File: src/rtl/adcc_regs.svh
// register offsets, field positions, reset values and timing counts of the converter control
`ifndef ADCC_REGS_SVH
`define ADCC_REGS_SVH
`define ADCC_OFS_CTRL 12'h000
`define ADCC_OFS_RESULT 12'h004
`define ADCC_OFS_STAT 12'h008
`define ADCC_OFS_DATA 12'h00C
`define ADCC_OFS_TIMING 12'h010
`define ADCC_BIT_ON 15
`define ADCC_BIT_IDLE_STOP 13
`define ADCC_FMT_HI 10
`define ADCC_FMT_LO 8
`define ADCC_SRC_HI 7
`define ADCC_SRC_LO 5
`define ADCC_BIT_AUTO_CLR 4
`define ADCC_BIT_AUTO 2
`define ADCC_BIT_SAMPLE 1
`define ADCC_BIT_DONE 0
`define ADCC_CTRL_WMASK 32'h0000A7F7
`define ADCC_CTRL_RESET 32'h00000000
`define ADCC_SAMPLE_CONTROL_CNT_RESET 8'h04
`define ADCC_CONV_CNT_RESET 8'h0C
`endif

File: src/rtl/adcc_pkg.sv
// types of the converter control block
package adcc_pkg;
    typedef enum logic [1:0] {
        ADCC_IDLE,
        ADCC_SAMPLE,
        ADCC_CONVERT
    } adcc_state_t;
    typedef enum logic [2:0] {
        ADCC_TRIG_MANUAL = 3'h0,
        ADCC_TRIG_EXTIRQ = 3'h1,
        ADCC_TRIG_TIMER = 3'h2,
        ADCC_TRIG_CHARGE = 3'h3,
        ADCC_TRIG_AUTO = 3'h7
    } adcc_trig_t;
endpackage

File: src/rtl/adcc_control.sv
// converter control register, sequencer and result formatting behind an apb slave
//
// Overview of operation
// - converter runs only while enable bit set
// - idle_stop halts operation during chip idle
// - 16-bit integer and fractional result formats
// - 32-bit integer formats, zero or sign fill
// - 32-bit fractional formats, result in top
// - code 111: internal counter ends sampling
// - codes 011 and 010: charge unit, timer match
// - code 001: ext_irq0_pin edge ends sampling
// - code 000: sample_control clear starts conversion
// - writing one to sample_control starts sampling
// - auto_sample_enable sets sample_control by hardware
// - manual mode: writing zero starts conversion
// - hardware trigger clears sample_control itself
// - done flag set when conversion finishes
// - done flag cleared by zero write or at conversion start
// - done clear leaves operation undisturbed
// - done cleared at each conversion start
// - unimplemented control bits read zero
`timescale 1ns/1ps
`include "adcc_regs.svh"

module adcc_control
    import adcc_pkg::*;
(
    input wire logic mclk, // 200 MHz clock
    input wire logic sys_rst, // synchronous reset, active high
    input wire logic psel, // apb select
    input wire logic penable, // apb access phase
    input wire logic pwrite, // apb direction
    input wire logic [11:0] paddr, // apb byte address
    input wire logic [31:0] pwdata, // apb write data
    output logic [31:0] prdata, // apb read data
    output logic pready, // apb ready
    output logic pslverr, // apb error
    input wire logic chip_idle, // chip in idle mode
    input wire logic ext_irq0_pin, // external interrupt pin
    input wire logic ext_irq0_rise, // active edge select for the pin
    input wire logic timer3_match, // timer period match pulse
    input wire logic charge_time_unit, // charge-time unit trigger pulse
    input wire logic [9:0] conv_data, // raw converter code
    output logic [31:0] result_word, // formatted result
    output logic conv_start, // pulse at conversion start
    output logic sampling, // sample switch closed
    output logic module_on // converter powered
);

    ////////////////////////////////////////////////////////////////////////////
    logic [31:0] ctrl_r;
    logic [7:0] sample_control_cnt_r;
    logic [7:0] conv_cnt_r;
    logic [7:0] tmr_r;
    adcc_state_t state_r;
    logic [2:0] irq_sync_r;
    logic [9:0] data_r;
    logic active;
    logic wr_ctrl;
    logic trig_hit;
    logic conv_end;
    logic sample_control_set;
    logic sample_control_clr_sw;
    logic irq_edge;
    logic [31:0] fmt_nxt;
    logic [31:0] rd_nxt;
    adcc_trig_t trig_sel;

    function automatic logic addr_is(input logic [11:0] a, input logic [11:0] ofs);
        addr_is = (a == ofs);
    endfunction

    assign trig_sel = adcc_trig_t'(ctrl_r[`ADCC_SRC_HI:`ADCC_SRC_LO]);
    assign active = ctrl_r[`ADCC_BIT_ON] && !(ctrl_r[`ADCC_BIT_IDLE_STOP] && chip_idle);
    assign wr_ctrl = psel && penable && pwrite && addr_is(paddr, `ADCC_OFS_CTRL);

    ////////////////////////////////////////////////////////////////////////////
    // pin synchroniser, edge detect only on stages two and three
    always_ff @(posedge mclk) begin
        if (sys_rst) begin
            irq_sync_r <= 3'h0;
        end else begin
            irq_sync_r <= {irq_sync_r[1:0], ext_irq0_pin};
        end
    end
    assign irq_edge = ext_irq0_rise ? (irq_sync_r[1] && !irq_sync_r[2])
                                    : (!irq_sync_r[1] && irq_sync_r[2]);

    ////////////////////////////////////////////////////////////////////////////
    // trigger selection ending the sampling phase
    always_comb begin
        trig_hit = 1'b0;
        sample_control_clr_sw = wr_ctrl && !pwdata[`ADCC_BIT_SAMPLE];
        unique case (trig_sel)
            ADCC_TRIG_MANUAL: trig_hit = sample_control_clr_sw;
            ADCC_TRIG_EXTIRQ: trig_hit = irq_edge;
            ADCC_TRIG_TIMER: trig_hit = timer3_match;
            ADCC_TRIG_CHARGE: trig_hit = charge_time_unit;
            ADCC_TRIG_AUTO: trig_hit = (sample_control_cnt_r == 8'h00);
            default: trig_hit = 1'b0;
        endcase
    end

    assign conv_end = (state_r == ADCC_CONVERT) && (conv_cnt_r == 8'h00);
    assign sample_control_set = (state_r == ADCC_IDLE) && active
        && ((wr_ctrl && pwdata[`ADCC_BIT_SAMPLE]) || ctrl_r[`ADCC_BIT_AUTO]);

    ////////////////////////////////////////////////////////////////////////////
    // sequencer
    always_ff @(posedge mclk) begin
        if (sys_rst) begin
            state_r <= ADCC_IDLE;
        end else if (!active) begin
            state_r <= ADCC_IDLE;
        end else begin
            unique case (state_r)
                ADCC_IDLE: begin
                    if (sample_control_set) begin
                        state_r <= ADCC_SAMPLE;
                    end
                end
                ADCC_SAMPLE: begin
                    if (trig_hit) begin
                        state_r <= ADCC_CONVERT;
                    end
                end
                ADCC_CONVERT: begin
                    if (conv_end) begin
                        state_r <= ADCC_IDLE;
                    end
                end
            endcase
        end
    end

    // sample and conversion timers
    always_ff @(posedge mclk) begin
        if (sys_rst) begin
            sample_control_cnt_r <= `ADCC_SAMPLE_CONTROL_CNT_RESET;
            conv_cnt_r <= `ADCC_CONV_CNT_RESET;
        end else begin
            if (state_r != ADCC_SAMPLE) begin
                sample_control_cnt_r <= tmr_r;
            end else if (sample_control_cnt_r != 8'h00) begin
                sample_control_cnt_r <= sample_control_cnt_r - 8'h01;
            end
            if (state_r != ADCC_CONVERT) begin
                conv_cnt_r <= `ADCC_CONV_CNT_RESET;
            end else if (conv_cnt_r != 8'h00) begin
                conv_cnt_r <= conv_cnt_r - 8'h01;
            end
        end
    end

    always_ff @(posedge mclk) begin
        if (sys_rst) begin
            tmr_r <= `ADCC_SAMPLE_CONTROL_CNT_RESET;
        end else if (psel && penable && pwrite && addr_is(paddr, `ADCC_OFS_TIMING)) begin
            tmr_r <= pwdata[7:0];
        end
    end

    ////////////////////////////////////////////////////////////////////////////
    // control register with hardware-owned sample and done bits
    always_ff @(posedge mclk) begin
        if (sys_rst) begin
            ctrl_r <= `ADCC_CTRL_RESET;
        end else begin
            if (wr_ctrl) begin
                ctrl_r[15:2] <= pwdata[15:2] & 14'(`ADCC_CTRL_WMASK >> 2);
            end
            // sample_control follows the sequencer
            if (active && state_r == ADCC_SAMPLE && trig_hit) begin
                ctrl_r[`ADCC_BIT_SAMPLE] <= 1'b0;
            end else if (sample_control_set) begin
                ctrl_r[`ADCC_BIT_SAMPLE] <= 1'b1;
            end else if (!active) begin
                ctrl_r[`ADCC_BIT_SAMPLE] <= 1'b0;
            end
            // done: set wins over software clear
            if (active && conv_end) begin
                ctrl_r[`ADCC_BIT_DONE] <= 1'b1;
                if (ctrl_r[`ADCC_BIT_AUTO_CLR]) begin
                    ctrl_r[`ADCC_BIT_AUTO] <= 1'b0;
                end
            end else if (active && state_r == ADCC_SAMPLE && trig_hit) begin
                ctrl_r[`ADCC_BIT_DONE] <= 1'b0;
            end else if (wr_ctrl && !pwdata[`ADCC_BIT_DONE]) begin
                ctrl_r[`ADCC_BIT_DONE] <= 1'b0;
            end
        end
    end

    ////////////////////////////////////////////////////////////////////////////
    // result formatting
    always_comb begin
        fmt_nxt = 32'h00000000;
        unique case (ctrl_r[`ADCC_FMT_HI:`ADCC_FMT_LO])
            3'h2: fmt_nxt = {16'h0000, data_r, 6'h00};
            3'h3: fmt_nxt = {16'h0000, ~data_r[9], data_r[8:0], 6'h00};
            3'h4: fmt_nxt = {22'h000000, data_r};
            3'h5: fmt_nxt = {{22{~data_r[9]}}, ~data_r[9], data_r[8:0]};
            3'h6: fmt_nxt = {data_r, 22'h000000};
            3'h7: fmt_nxt = {~data_r[9], data_r[8:0], 22'h000000};
            default: fmt_nxt = {22'h000000, data_r};
        endcase
    end

    always_ff @(posedge mclk) begin
        if (sys_rst) begin
            data_r <= 10'h000;
            result_word <= 32'h00000000;
        end else begin
            if (active && conv_end) begin
                data_r <= conv_data;
            end
            result_word <= fmt_nxt;
        end
    end

    ////////////////////////////////////////////////////////////////////////////
    // apb slave, zero wait states
    always_comb begin
        rd_nxt = 32'h00000000;
        if (addr_is(paddr, `ADCC_OFS_CTRL)) begin
            rd_nxt = ctrl_r & `ADCC_CTRL_WMASK;
        end else if (addr_is(paddr, `ADCC_OFS_RESULT)) begin
            rd_nxt = fmt_nxt;
        end else if (addr_is(paddr, `ADCC_OFS_STAT)) begin
            rd_nxt = {28'h0000000, irq_sync_r[1], active, state_r};
        end else if (addr_is(paddr, `ADCC_OFS_DATA)) begin
            rd_nxt = {22'h000000, data_r};
        end else if (addr_is(paddr, `ADCC_OFS_TIMING)) begin
            rd_nxt = {24'h000000, tmr_r};
        end
    end

    always_ff @(posedge mclk) begin
        if (sys_rst) begin
            prdata <= 32'h00000000;
            pready <= 1'b0;
            pslverr <= 1'b0;
        end else begin
            pready <= psel && !penable;
            prdata <= (psel && !penable && !pwrite) ? rd_nxt : 32'h00000000;
            pslverr <= psel && !penable && (paddr > `ADCC_OFS_TIMING || paddr[1:0] != 2'h0);
        end
    end

    always_ff @(posedge mclk) begin
        if (sys_rst) begin
            conv_start <= 1'b0;
            sampling <= 1'b0;
            module_on <= 1'b0;
        end else begin
            conv_start <= active && state_r == ADCC_SAMPLE && trig_hit;
            sampling <= active && (state_r == ADCC_SAMPLE || sample_control_set);
            module_on <= active;
        end
    end

endmodule // adcc_control

File: config.mk
export PLATFORM = sky130hd
export DESIGN_NAME = adcc_control
export DESIGN_NICKNAME = d
export VERILOG_FILES = /design/src/rtl/adcc_pkg.sv /design/src/rtl/adcc_control.sv
export VERILOG_INCLUDE_DIRS = /design/src /design/src/rtl
export SDC_FILE = /design/constraint.sdc
export NUM_CORES = 1
export LEC_CHECK = 0
export BUFFER_PORTS_ARGS = -buffer_cell sky130_fd_sc_hd__buf_2
export CAP_MARGIN = 10
export CORE_ASPECT_RATIO = 0.7
export CORE_MARGIN = 4
export CORE_UTILIZATION = 31
export DETAILED_ROUTE_END_ITERATION = 6
export HOLD_SLACK_MARGIN = 0.12
export PLACE_DENSITY = 0.55
export SYNTH_ARGS = -nofsm -noshare
export SYNTH_HDL_FRONTEND = slang
export SYNTH_SLANG_ARGS = --single-unit
File: constraint.sdc
create_clock -name mclk -period 2.14 [get_ports mclk]
set_input_delay 0.428 -clock mclk [delete_from_list [all_inputs] [get_ports mclk]]
set_output_delay 0.428 -clock mclk [all_outputs]
set_load 0.02 [all_outputs]
==> impl_metrics.ini, run 1 <==
[outcome]
outcome = finished, final reports clean

[timing]
relSlewSlack_pct = 58.92
min_period_ns = 2.086
worstMarginPinSlew_ns = 0.6140
rsz0062_at_grt = yes
drv_slew = 0
clock.fmax_mhz = 479.3
skew_ns = 0.005398
hold_viol_final = 0
period_share_pct = 97.49
setup_violations = 0
fin_setup_tns_ns = 0

[min_path]
min_from = ext_irq0_pin
whs_endpoint = irq_sync_r[0]
hp-class = input port to register
min_path_cells = 2

[clock_tree]
cts_max_level = 3
cts.sinks = 110
cts_root_buffer = clkbuf_16
cts_tree = yes
cts_inserted_buffers = 9
clkTransAtPathRegs_ns = 0.07
clk_latency_ns = 0.34
cts_hold_buf = 0
clockBufferDepth = 2

[worst_setup_path]
rr_endpoint = state_r[0]
critPathKind = input port to register
worstSetupPathDepth = 7
startpoint_type = input port
critPathCaptureType = register
path_cells = buf_2 -> or4_4 -> or4_4 -> nor2_4 -> a221oi_2 -> a21oi_2 -> mux2i_1
crit_path_max_fanout = 4
rrSetupSlack_ns = 0.09
crit_family = simple AND/OR/NAND/NOR gates
cp_slowest_stage_delay_ns = 0.62
r2r_cells = 6
critPathMostFrequentCell = or4_4
crit_slowest_cell = or4_4
path_buf_inv = 1
r2r_start = conv_cnt_r[5]
critPathArrivalTime_ns = 2.36
crit_required_ns = 2.41

[grt]
grt_pass1_vias = 3633
overflow = 0
grt_pass1_wl_um = 19800
grt_max_degree = 56
grt.total_usage_pct = 15.77
antenna_found_initial = 0

[cells_and_area]
fin_util_pct = 41.30
mostFrequentLayoutCell = buf_2
final_nets = 677
areaGrowthSynthToFinish_pct = 27.60
fin_cells = 796
diodes = 0
nFillCells = 1377
mostFrequentLayoutCells = buf_2 (113), dfxtp_1 (110), nor2_1 (67), nand2_1 (60), a21oi_1 (46)
layout-drive-gt1-share_pct = 28.97

[synth]
syn-instance-count = 482
synthArstFlopShare_pct = 0
synth-edff-count = 0
ys_seq_elements = 110
seq_area_frac_synth_pct = 50.44
netlist_area_um2 = 4365
synthFlopType = dfxtp_1
syn-mean-instance-area_um2 = 9.057
yosysUniqueCellTypes = 60
synth_warnings = 0
synth_fp_nets = 553

[place]
dp_hpwl_um = 9639
placed_cells = 779
place_congestion = 0.8060
io_buffers = 113

[drt]
route.met3.wl_um = 1093
final_antenna_net_count = 0
wirelength_met1_um = 6246
wl_met2_um = 5111
drt_wl_total_um = 12550
wl_per_cell_um = 15.76
drt_pass1_iterations = 4
dr_total_vias = 3846
drc = 0
avgViaCountPerCell = 4.832
routed.top_layer = met4
first_iter_violations = 265

[power]
clkPwrFrac_pct = 42.7
seqPwrFrac_pct = 54.3
leakage_nw = 2.272
power_frac_comb_pct = 3.0
p_total_mw = 3.775
power_density_nw_per_um2 = 677.6
sw_frac_of_total_pct = 21.67
peakVddDrop_uv = 373.7
switchingPower_uw = 817.8
p_int_mw = 2.957

[floorplanning]
ioPinCount = 133
core.rowCount = 35
start_util_pct = 32.37
dieArea_um2 = 16080
fp.dieW_um = 149.8
core_area_um2 = 13490
die_height_um = 107.3

[job]
maxCapViolCount = 0
==> how the worst max path moves through the flow <==
stage               startpoint         end
floorplan            paddr[10]   ctrl_r[0]
global route         paddr[10]   ctrl_r[0]
CTS                   paddr[1]  state_r[0]
finish               paddr[10]  state_r[0]
global placement      paddr[1]  state_r[0]
detailed placement   paddr[10]   ctrl_r[7]
==> sequential cells by signal, summed over array words and instances (netlist names), 3 cells and up <==
signal and flops:
tmr_r 8, result_word 27, ctrl_r 12, data_r 10, prdata 27, sample_control_cnt_r 8, conv_cnt_r 8, irq_sync_r 3
==> what timing repair did <==
item | in CTS | in global routing
resized for setup | 0 | 3
setup endpoints to repair | 0 | 3
buffers inserted | 0 | 1
==> cells in the mapped netlist (3+ instances only) <==
| library cell | n | area share [%] |
|---|---|---|
| xnor2_1 | 11 | 2.2 |
| nor4_1 | 6 | 0.86 |
| nand2_1 | 61 | 5.2 |
| dfxtp_1 | 110 | 50 |
| inv_1 | 15 | 1.3 |
| nor2b_1 | 10 | 1.4 |
| nand3_1 | 5 | 0.57 |
| xor2_1 | 4 | 0.80 |
| a22oi_1 | 15 | 2.6 |
| nor3_1 | 6 | 0.69 |
| nand4b_1 | 3 | 0.60 |
| o221ai_1 | 3 | 0.60 |
| nand2b_1 | 5 | 0.72 |
| a21oi_1 | 46 | 5.3 |
| nor2_1 | 67 | 5.8 |
| clkbuf_1 | 14 | 1.2 |
| mux2i_1 | 10 | 2.3 |
| o21ai_0 | 12 | 1.4 |
| nor3b_1 | 3 | 0.52 |
| ha_1 | 7 | 2.0 |
| and3_1 | 5 | 0.72 |
| buf_4 | 11 | 1.9 |
| or4_4 | 3 | 0.77 |
| and2_1 | 7 | 1.0 |
==> cells by family (layout without fill, tap and decap cells) <==
logic type      after synthesis  after routing  synth area share (%)
compound gates               97             97                 14.16
xor+xnor                     15             15                 3.009
fa+ha+maj                     7              7                 2.006
buf+inv                      46            175                 5.302
flops                       110            110                 50.44
mux                          10             10                 2.293
simple gates                197            197                 22.79
==> layout make-up <==
| cell class | count | area [µm²] | area share [%] |
|---|---|---|---|
| Sequential cell | 110 | 2202 | 39.53 |
| Inverter | 15 | 56.30 | 1.011 |
| Tap cell | 185 | 231.5 | 4.155 |
| Multi-Input combinational cell | 326 | 1946 | 34.93 |
| Clock inverter | 4 | 30.03 | 0.5391 |
| Clock buffer | 12 | 256.5 | 4.605 |
| Timing Repair Buffer | 144 | 848.3 | 15.23 |
==> per-layer routing <==
layer / up-vias / GRT usage (%)
met5: - / 0
met4: 0 / 3.133
met3: 9 / 3.956
met2: 136 / 21.75
met1: 1809 / 24.52
li1: 1892 / -
==> power groups by stage <==
stage	Sequential [mW]	Clock, mW	Combinational [mW]
CTS	2.05	1.65	0.112
floorplan	2.10	0	0.0327
global route	2.05	1.73	0.124
global placement	2.10	0	0.111
finish	2.05	1.61	0.113
detailed placement	2.10	0	0.111
==> stage by stage <==
| stage | instance area [µm²] | worst slack, ns | hold slack (ns) |
|---|---|---|---|
| finish | 5570 | 0.05366 | 0.2859 |
| global route | 5570 | -0.007070 | 0.2838 |
| CTS | 5552 | 0.05709 | 0.2819 |
| detailed placement | 5265 | -0.2787 | 0.4307 |
| global placement | 5265 | -0.2767 | 0.4287 |
| floorplan | 4374 | -0.06245 | 0.4138 |
(Power assumes the default switching activity.)
==> run 2, diff against run 1 <==
--- a/config.mk
+++ b/config.mk
@@ -8,10 +8,10 @@
 export LEC_CHECK = 0
 export BUFFER_PORTS_ARGS = -buffer_cell sky130_fd_sc_hd__buf_2
 export CAP_MARGIN = 10
-export CORE_ASPECT_RATIO = 0.7
 export CORE_MARGIN = 4
 export CORE_UTILIZATION = 31
 export DETAILED_ROUTE_END_ITERATION = 6
+export GPL_TIMING_DRIVEN = 1
 export HOLD_SLACK_MARGIN = 0.12
 export PLACE_DENSITY = 0.55
 export SYNTH_ARGS = -nofsm -noshare
==> run 2 against run 1 <==
Against the previous run: power shrank 0.79%; cell count is 1.1% lower; worst setup slack about the same; wire length fell by 5.5%; count of clock-buffer cells in the layout is 3 lower; final area is 1.1% lower; clock skew hardly changed; via count fell by 3.4%; die area shrank 0.19%.
==> impl_metrics.ini, run 2 (synthesis gave the netlist of run 1 again) <==
[timing]
relSlewSlack_pct = 60.16
min_period_ns = 2.086
hold_viol_final = 0
fin_ws_ns = 0.05374
drv_slew = 0
skew_ns = 0.005412
rsz0062_at_grt = no
setup_violations = 0
worstMarginPinSlew_ns = 0.5954
clock.fmax_mhz = 479.3
fin_setup_tns_ns = 0
period_share_pct = 97.49
holdWs_ns = 0.2910

[cells_and_area]
mostFrequentLayoutCell = buf_2
ff_latch_area_um2 = 2202
nFillCells = 1391
top_regs = prdata x27, result_word x27, ctrl_r x12
final_nets = 674
diodes = 0
layout-drive-gt1-share_pct = 28.17
areaGrowthSynthToFinish_pct = 26.17
final_cell_area_um2 = 5508
multi_input_area_um2 = 1934
mostFrequentLayoutCells = buf_2 (113), dfxtp_1 (110), nor2_1 (67), nand2_1 (60), a21oi_1 (46)

[job]
maxCapViolCount = 0

[power]
p_int_mw = 2.901
power_density_nw_per_um2 = 679.9
sw_frac_of_total_pct = 22.54
seqPwrFrac_pct = 54.7
peakVddDrop_uv = 350.2
clkPwrFrac_pct = 42.3
power_frac_comb_pct = 2.9
switchingPower_uw = 844.2
p_total_mw = 3.745
leakage_nw = 2.253

[clock_tree]
cts.sinks = 110
cts_max_level = 3
ctsResizeCount = 0
cts_hold_buf = 0
cts_setup_buffers = 0
clk_latency_ns = 0.35
cts_root_buffer = clkbuf_16
clkTransAtPathRegs_ns = 0.07
cts_tree = yes
clockBufferDepth = 2
cts_inserted_buffers = 9

[floorplanning]
ioPinCount = 133
core.rowCount = 43
core_area_um2 = 13830
fp.dieW_um = 126.7
die_height_um = 126.7
dieArea_um2 = 16040
start_util_pct = 31.57

[drt]
first_iter_violations = 278
wl_per_cell_um = 15.07
drc = 0
dr_total_vias = 3715
drt_pass1_iterations = 5
final_antenna_net_count = 0
drt_wl_total_um = 11860
avgViaCountPerCell = 4.720

[worst_setup_path]
crit_family = simple AND/OR/NAND/NOR gates
cp_slowest_stage_delay_ns = 0.65
startpoint_type = input port
crit_required_ns = 2.35
path_cells = buf_2 -> or4_1 -> or4_4 -> or2_1 -> buf_12 -> nand2_1 -> a21oi_1
critPathArrivalTime_ns = 2.29
crit_path_max_fanout = 10
path_buf_inv = 2
critPathCaptureType = register
crit_slowest_cell = or4_1
critPathKind = input port to register

[place]
io_buffers = 113
place_congestion = 0.7536
dp_hpwl_um = 8921
dpl_worst_slack_ns = -0.2852
post_dp_cell_area_um2 = 5231

[grt]
overflow = 0
grt.total_usage_pct = 14.64
grt_pass1_vias = 3502
grt_max_degree = 56
grt_pass1_wl_um = 18190
antenna_found_initial = 0

[outcome]
outcome = finished, final reports clean

[min_path]
hp-class = input port to register
==> run 2: area by class of cell <==
class | instances | share of cell area (%)
Timing Repair Buffer | 141 | 14.77
Tap cell | 180 | 4.089
Clock buffer | 9 | 4.089
Multi-Input combinational cell | 326 | 35.12
Inverter | 15 | 1.022
Sequential cell | 110 | 39.98
Clock inverter | 6 | 0.9314
==> run 2: final timing paths <==
check                                   start  cells after the start  slack [ns]       endpoint
worst min-delay path             ext_irq0_pin                      2        0.29  irq_sync_r[0]
worst max-delay path                 paddr[1]                      7        0.05      ctrl_r[9]
worst min register to register  irq_sync_r[0]                      1        0.44  irq_sync_r[1]
worst max register to register  conv_cnt_r[2]                      6        0.13     state_r[0]
==> run 2: power by group through the flow <==
stage               registers, mW  logic, mW  clock network, mW
floorplan                    2.10     0.0327                  0
global placement             2.10      0.108                  0
detailed placement           2.10      0.109                  0
CTS                          2.05      0.110               1.64
global route                 2.05      0.119               1.73
finish                       2.05      0.110               1.59
==> run 2: metrics by stage <==
stage	std cells	utilization, %
after floorplan	482	-
after global placement	772	37.83
after detailed placement	772	37.83
after CTS	787	39.83
after global routing	787	39.83
final	787	39.83
==> run 2: routing by layer <==
layer	global-route usage (%)	wire (µm)
met5	0	0
met3	4.926	911
met1	18.71	5349
met2	23.51	5440
met4	4.416	156
==> run 3, diff against run 2 <==
--- a/config.mk
+++ b/config.mk
@@ -13,7 +13,8 @@
 export DETAILED_ROUTE_END_ITERATION = 6
 export GPL_TIMING_DRIVEN = 1
 export HOLD_SLACK_MARGIN = 0.12
-export PLACE_DENSITY = 0.55
+export PLACE_DENSITY = 0.61
+export REMOVE_ABC_BUFFERS = 1
 export SYNTH_ARGS = -nofsm -noshare
 export SYNTH_HDL_FRONTEND = slang
 export SYNTH_SLANG_ARGS = --single-unit
==> constraint.sdc (replaced) <==
create_clock -name mclk -period 1.8 [get_ports mclk]
set_input_delay 0.36 -clock mclk [delete_from_list [all_inputs] [get_ports mclk]]
set_output_delay 0.36 -clock mclk [all_outputs]
set_load 0.02 [all_outputs]
==> run 3 against run 2 <==
Against the previous run: the run now ends with setup timing left; first-iteration DRC count fell by 15%; global-route usage rose by 0.92 points; core utilization rose by 3.9 points; combinational power rose by 46%; highest routed layer unchanged; clock power rose by 28%; clock skew rose by 0.0034 ns; final area rose by 9.8%; cell count rose by 4.1%; sequential share of layout area fell by 3.5 points; critical path type is now register to register; power rose by 24%; critical path depth fell by 1; worst setup slack got worse by 0.20 ns.
==> impl_metrics.ini, run 3 (synthesis gave the netlist of run 1 again) <==
[worst_setup_path]
rr_endpoint = state_r[0]
cp_slowest_stage_delay_ns = 0.56
r2r_cells = 6
path_cells = or4_4 -> nor4b_4 -> inv_2 -> a32o_2 -> a21oi_2 -> mux2i_1
crit_slowest_cell = or4_4
crit_family = simple AND/OR/NAND/NOR gates
crit_path_max_fanout = 4
crit_required_ns = 2.09
critPathCaptureType = register
r2r_start = conv_cnt_r[2]
rrSetupSlack_ns = -0.14
critPathKind = register to register
path_buf_inv = 1
critPathArrivalTime_ns = 2.23
startpoint_type = register

[min_path]
min_path_cells = 2
hp-class = input port to register
whs_endpoint = irq_sync_r[0]
min_from = ext_irq0_pin

[floorplanning]
ioPinCount = 133
core.rowCount = 43
die_height_um = 126.7
dieArea_um2 = 16040
start_util_pct = 31.57
core_area_um2 = 13830
fp.dieW_um = 126.7

[grt]
overflow = 0
antenna_found_initial = 0
grt_pass1_vias = 3814
grt.total_usage_pct = 15.56
grt_max_degree = 56
grt_pass1_wl_um = 19620

[place]
dpl_worst_slack_ns = -0.5883
dp_hpwl_um = 9473
placed_cells = 795
io_buffers = 113
place_congestion = 0.8347

[power]
leakage_nw = 2.492
p_total_mw = 4.627
power_density_nw_per_um2 = 765.1
peakVddDrop_uv = 418.6

[job]
maxCapViolCount = 0

[drt]
drt_wl_total_um = 12660
first_iter_violations = 235
drc = 0
final_antenna_net_count = 0
avgViaCountPerCell = 4.828
wl_per_cell_um = 15.45
dr_total_vias = 3954
drt_pass1_iterations = 4

[outcome]
violations = setup timing
outcome = finished with violations

[timing]
hold_viol_final = 0
relSlewSlack_pct = 58.07
skew_ns = 0.008795
fin_setup_tns_ns = -3.743
rsz0062_at_grt = yes
setup_violations = 43
drv_slew = 0
worstMarginPinSlew_ns = 0.6289
period_share_pct = 107.9
min_period_ns = 1.941
clock.fmax_mhz = 515.1
fin_ws_ns = -0.1414

[cells_and_area]
top_regs = prdata x27, result_word x27, ctrl_r x12
final_nets = 705
fin_cells = 819
nFillCells = 1337
multi_input_area_um2 = 2155
ff_latch_area_um2 = 2203
mostFrequentLayoutCells = dfxtp_1 (109), buf_2 (109), nor2_1 (64), buf_4 (46), nand2_1 (40)
fin_util_pct = 43.73
diodes = 0
areaGrowthSynthToFinish_pct = 38.52
layout-drive-gt1-share_pct = 39.59

[clock_tree]
clkTransAtPathRegs_ns = 0.07
cts_tree = yes
cts_max_level = 3
cts.sinks = 110
cts_inserted_buffers = 9
clk_latency_ns = 0.36
clockBufferDepth = 2
cts_root_buffer = clkbuf_16
==> run 3: cell types whose count changed in the layout (fill, tap and decap cells not counted), sizes merged <==
cell	change
clkbuf	+1
bufinv	+1
buf	+31
clkinvlp	+1
inv	-1
clkinv	-1
==> run 3: layout make-up <==
cell class | instances | share of cell area (%)
Sequential cell | 110 | 36.44
Clock buffer | 10 | 3.786
Multi-Input combinational cell | 326 | 35.63
Clock inverter | 6 | 1.241
Inverter | 15 | 0.9311
Tap cell | 180 | 3.724
Timing Repair Buffer | 172 | 18.25
==> run 3: stage by stage <==
step	hold slack (ns)	instance area (µm²)
finish	0.2111	6047
global route	0.2156	6047
CTS	0.2061	5887
detailed placement	0.4258	5389
global placement	0.4200	5389
floorplan	0.4138	4190
==> run 3: worst max-delay path by stage <==
stage	end	cells past startpoint	from	slack (ns)
finish	state_r[0]	6	conv_cnt_r[2]	-0.14
global route	state_r[0]	6	conv_cnt_r[2]	-0.24
CTS	state_r[0]	6	conv_cnt_r[2]	-0.18
detailed placement	state_r[0]	8	paddr[9]	-0.59
global placement	state_r[0]	8	paddr[9]	-0.56
floorplan	ctrl_r[0]	5	paddr[9]	-0.44
==> run 3: worst register-to-register path, stage by stage, from the launching register on <==
cell and delay, ns:
dfxtp_2 0.32, or4_4 0.56, nor4b_4 0.36, inv_2 0.07, a32o_2 0.25, a21oi_2 0.12, mux2i_1 0.19
==> run 3: metal layers <==
layer / up-vias / track usage [%] / routed length [µm]
met2: 105 / 24.88 / 5976
li1: 1948 / - / -
met4: 0 / 7.192 / 338
met1: 1877 / 19.74 / 5643
met5: - / 0 / 0
met3: 24 / 3.958 / 698
==> run 3: timing repair <==
item                       in CTS  in global routing
setup endpoints to repair      45                 61
buffers inserted                5                  4
gates cloned                    1                  1
hold buffers                    0                  0
gates resized for setup        52                 38
pin swaps                      19                 10
==> run 3: power by group <==
| part | switching, mW | leakage [nW] | internal, mW | total [mW] |
|---|---|---|---|---|
| Combinational | 0.0873 | 1.46 | 0.0738 | 0.161 |
| Sequential | 0.00178 | 0.886 | 2.44 | 2.44 |
| Clock | 0.924 | 0.146 | 1.10 | 2.03 |
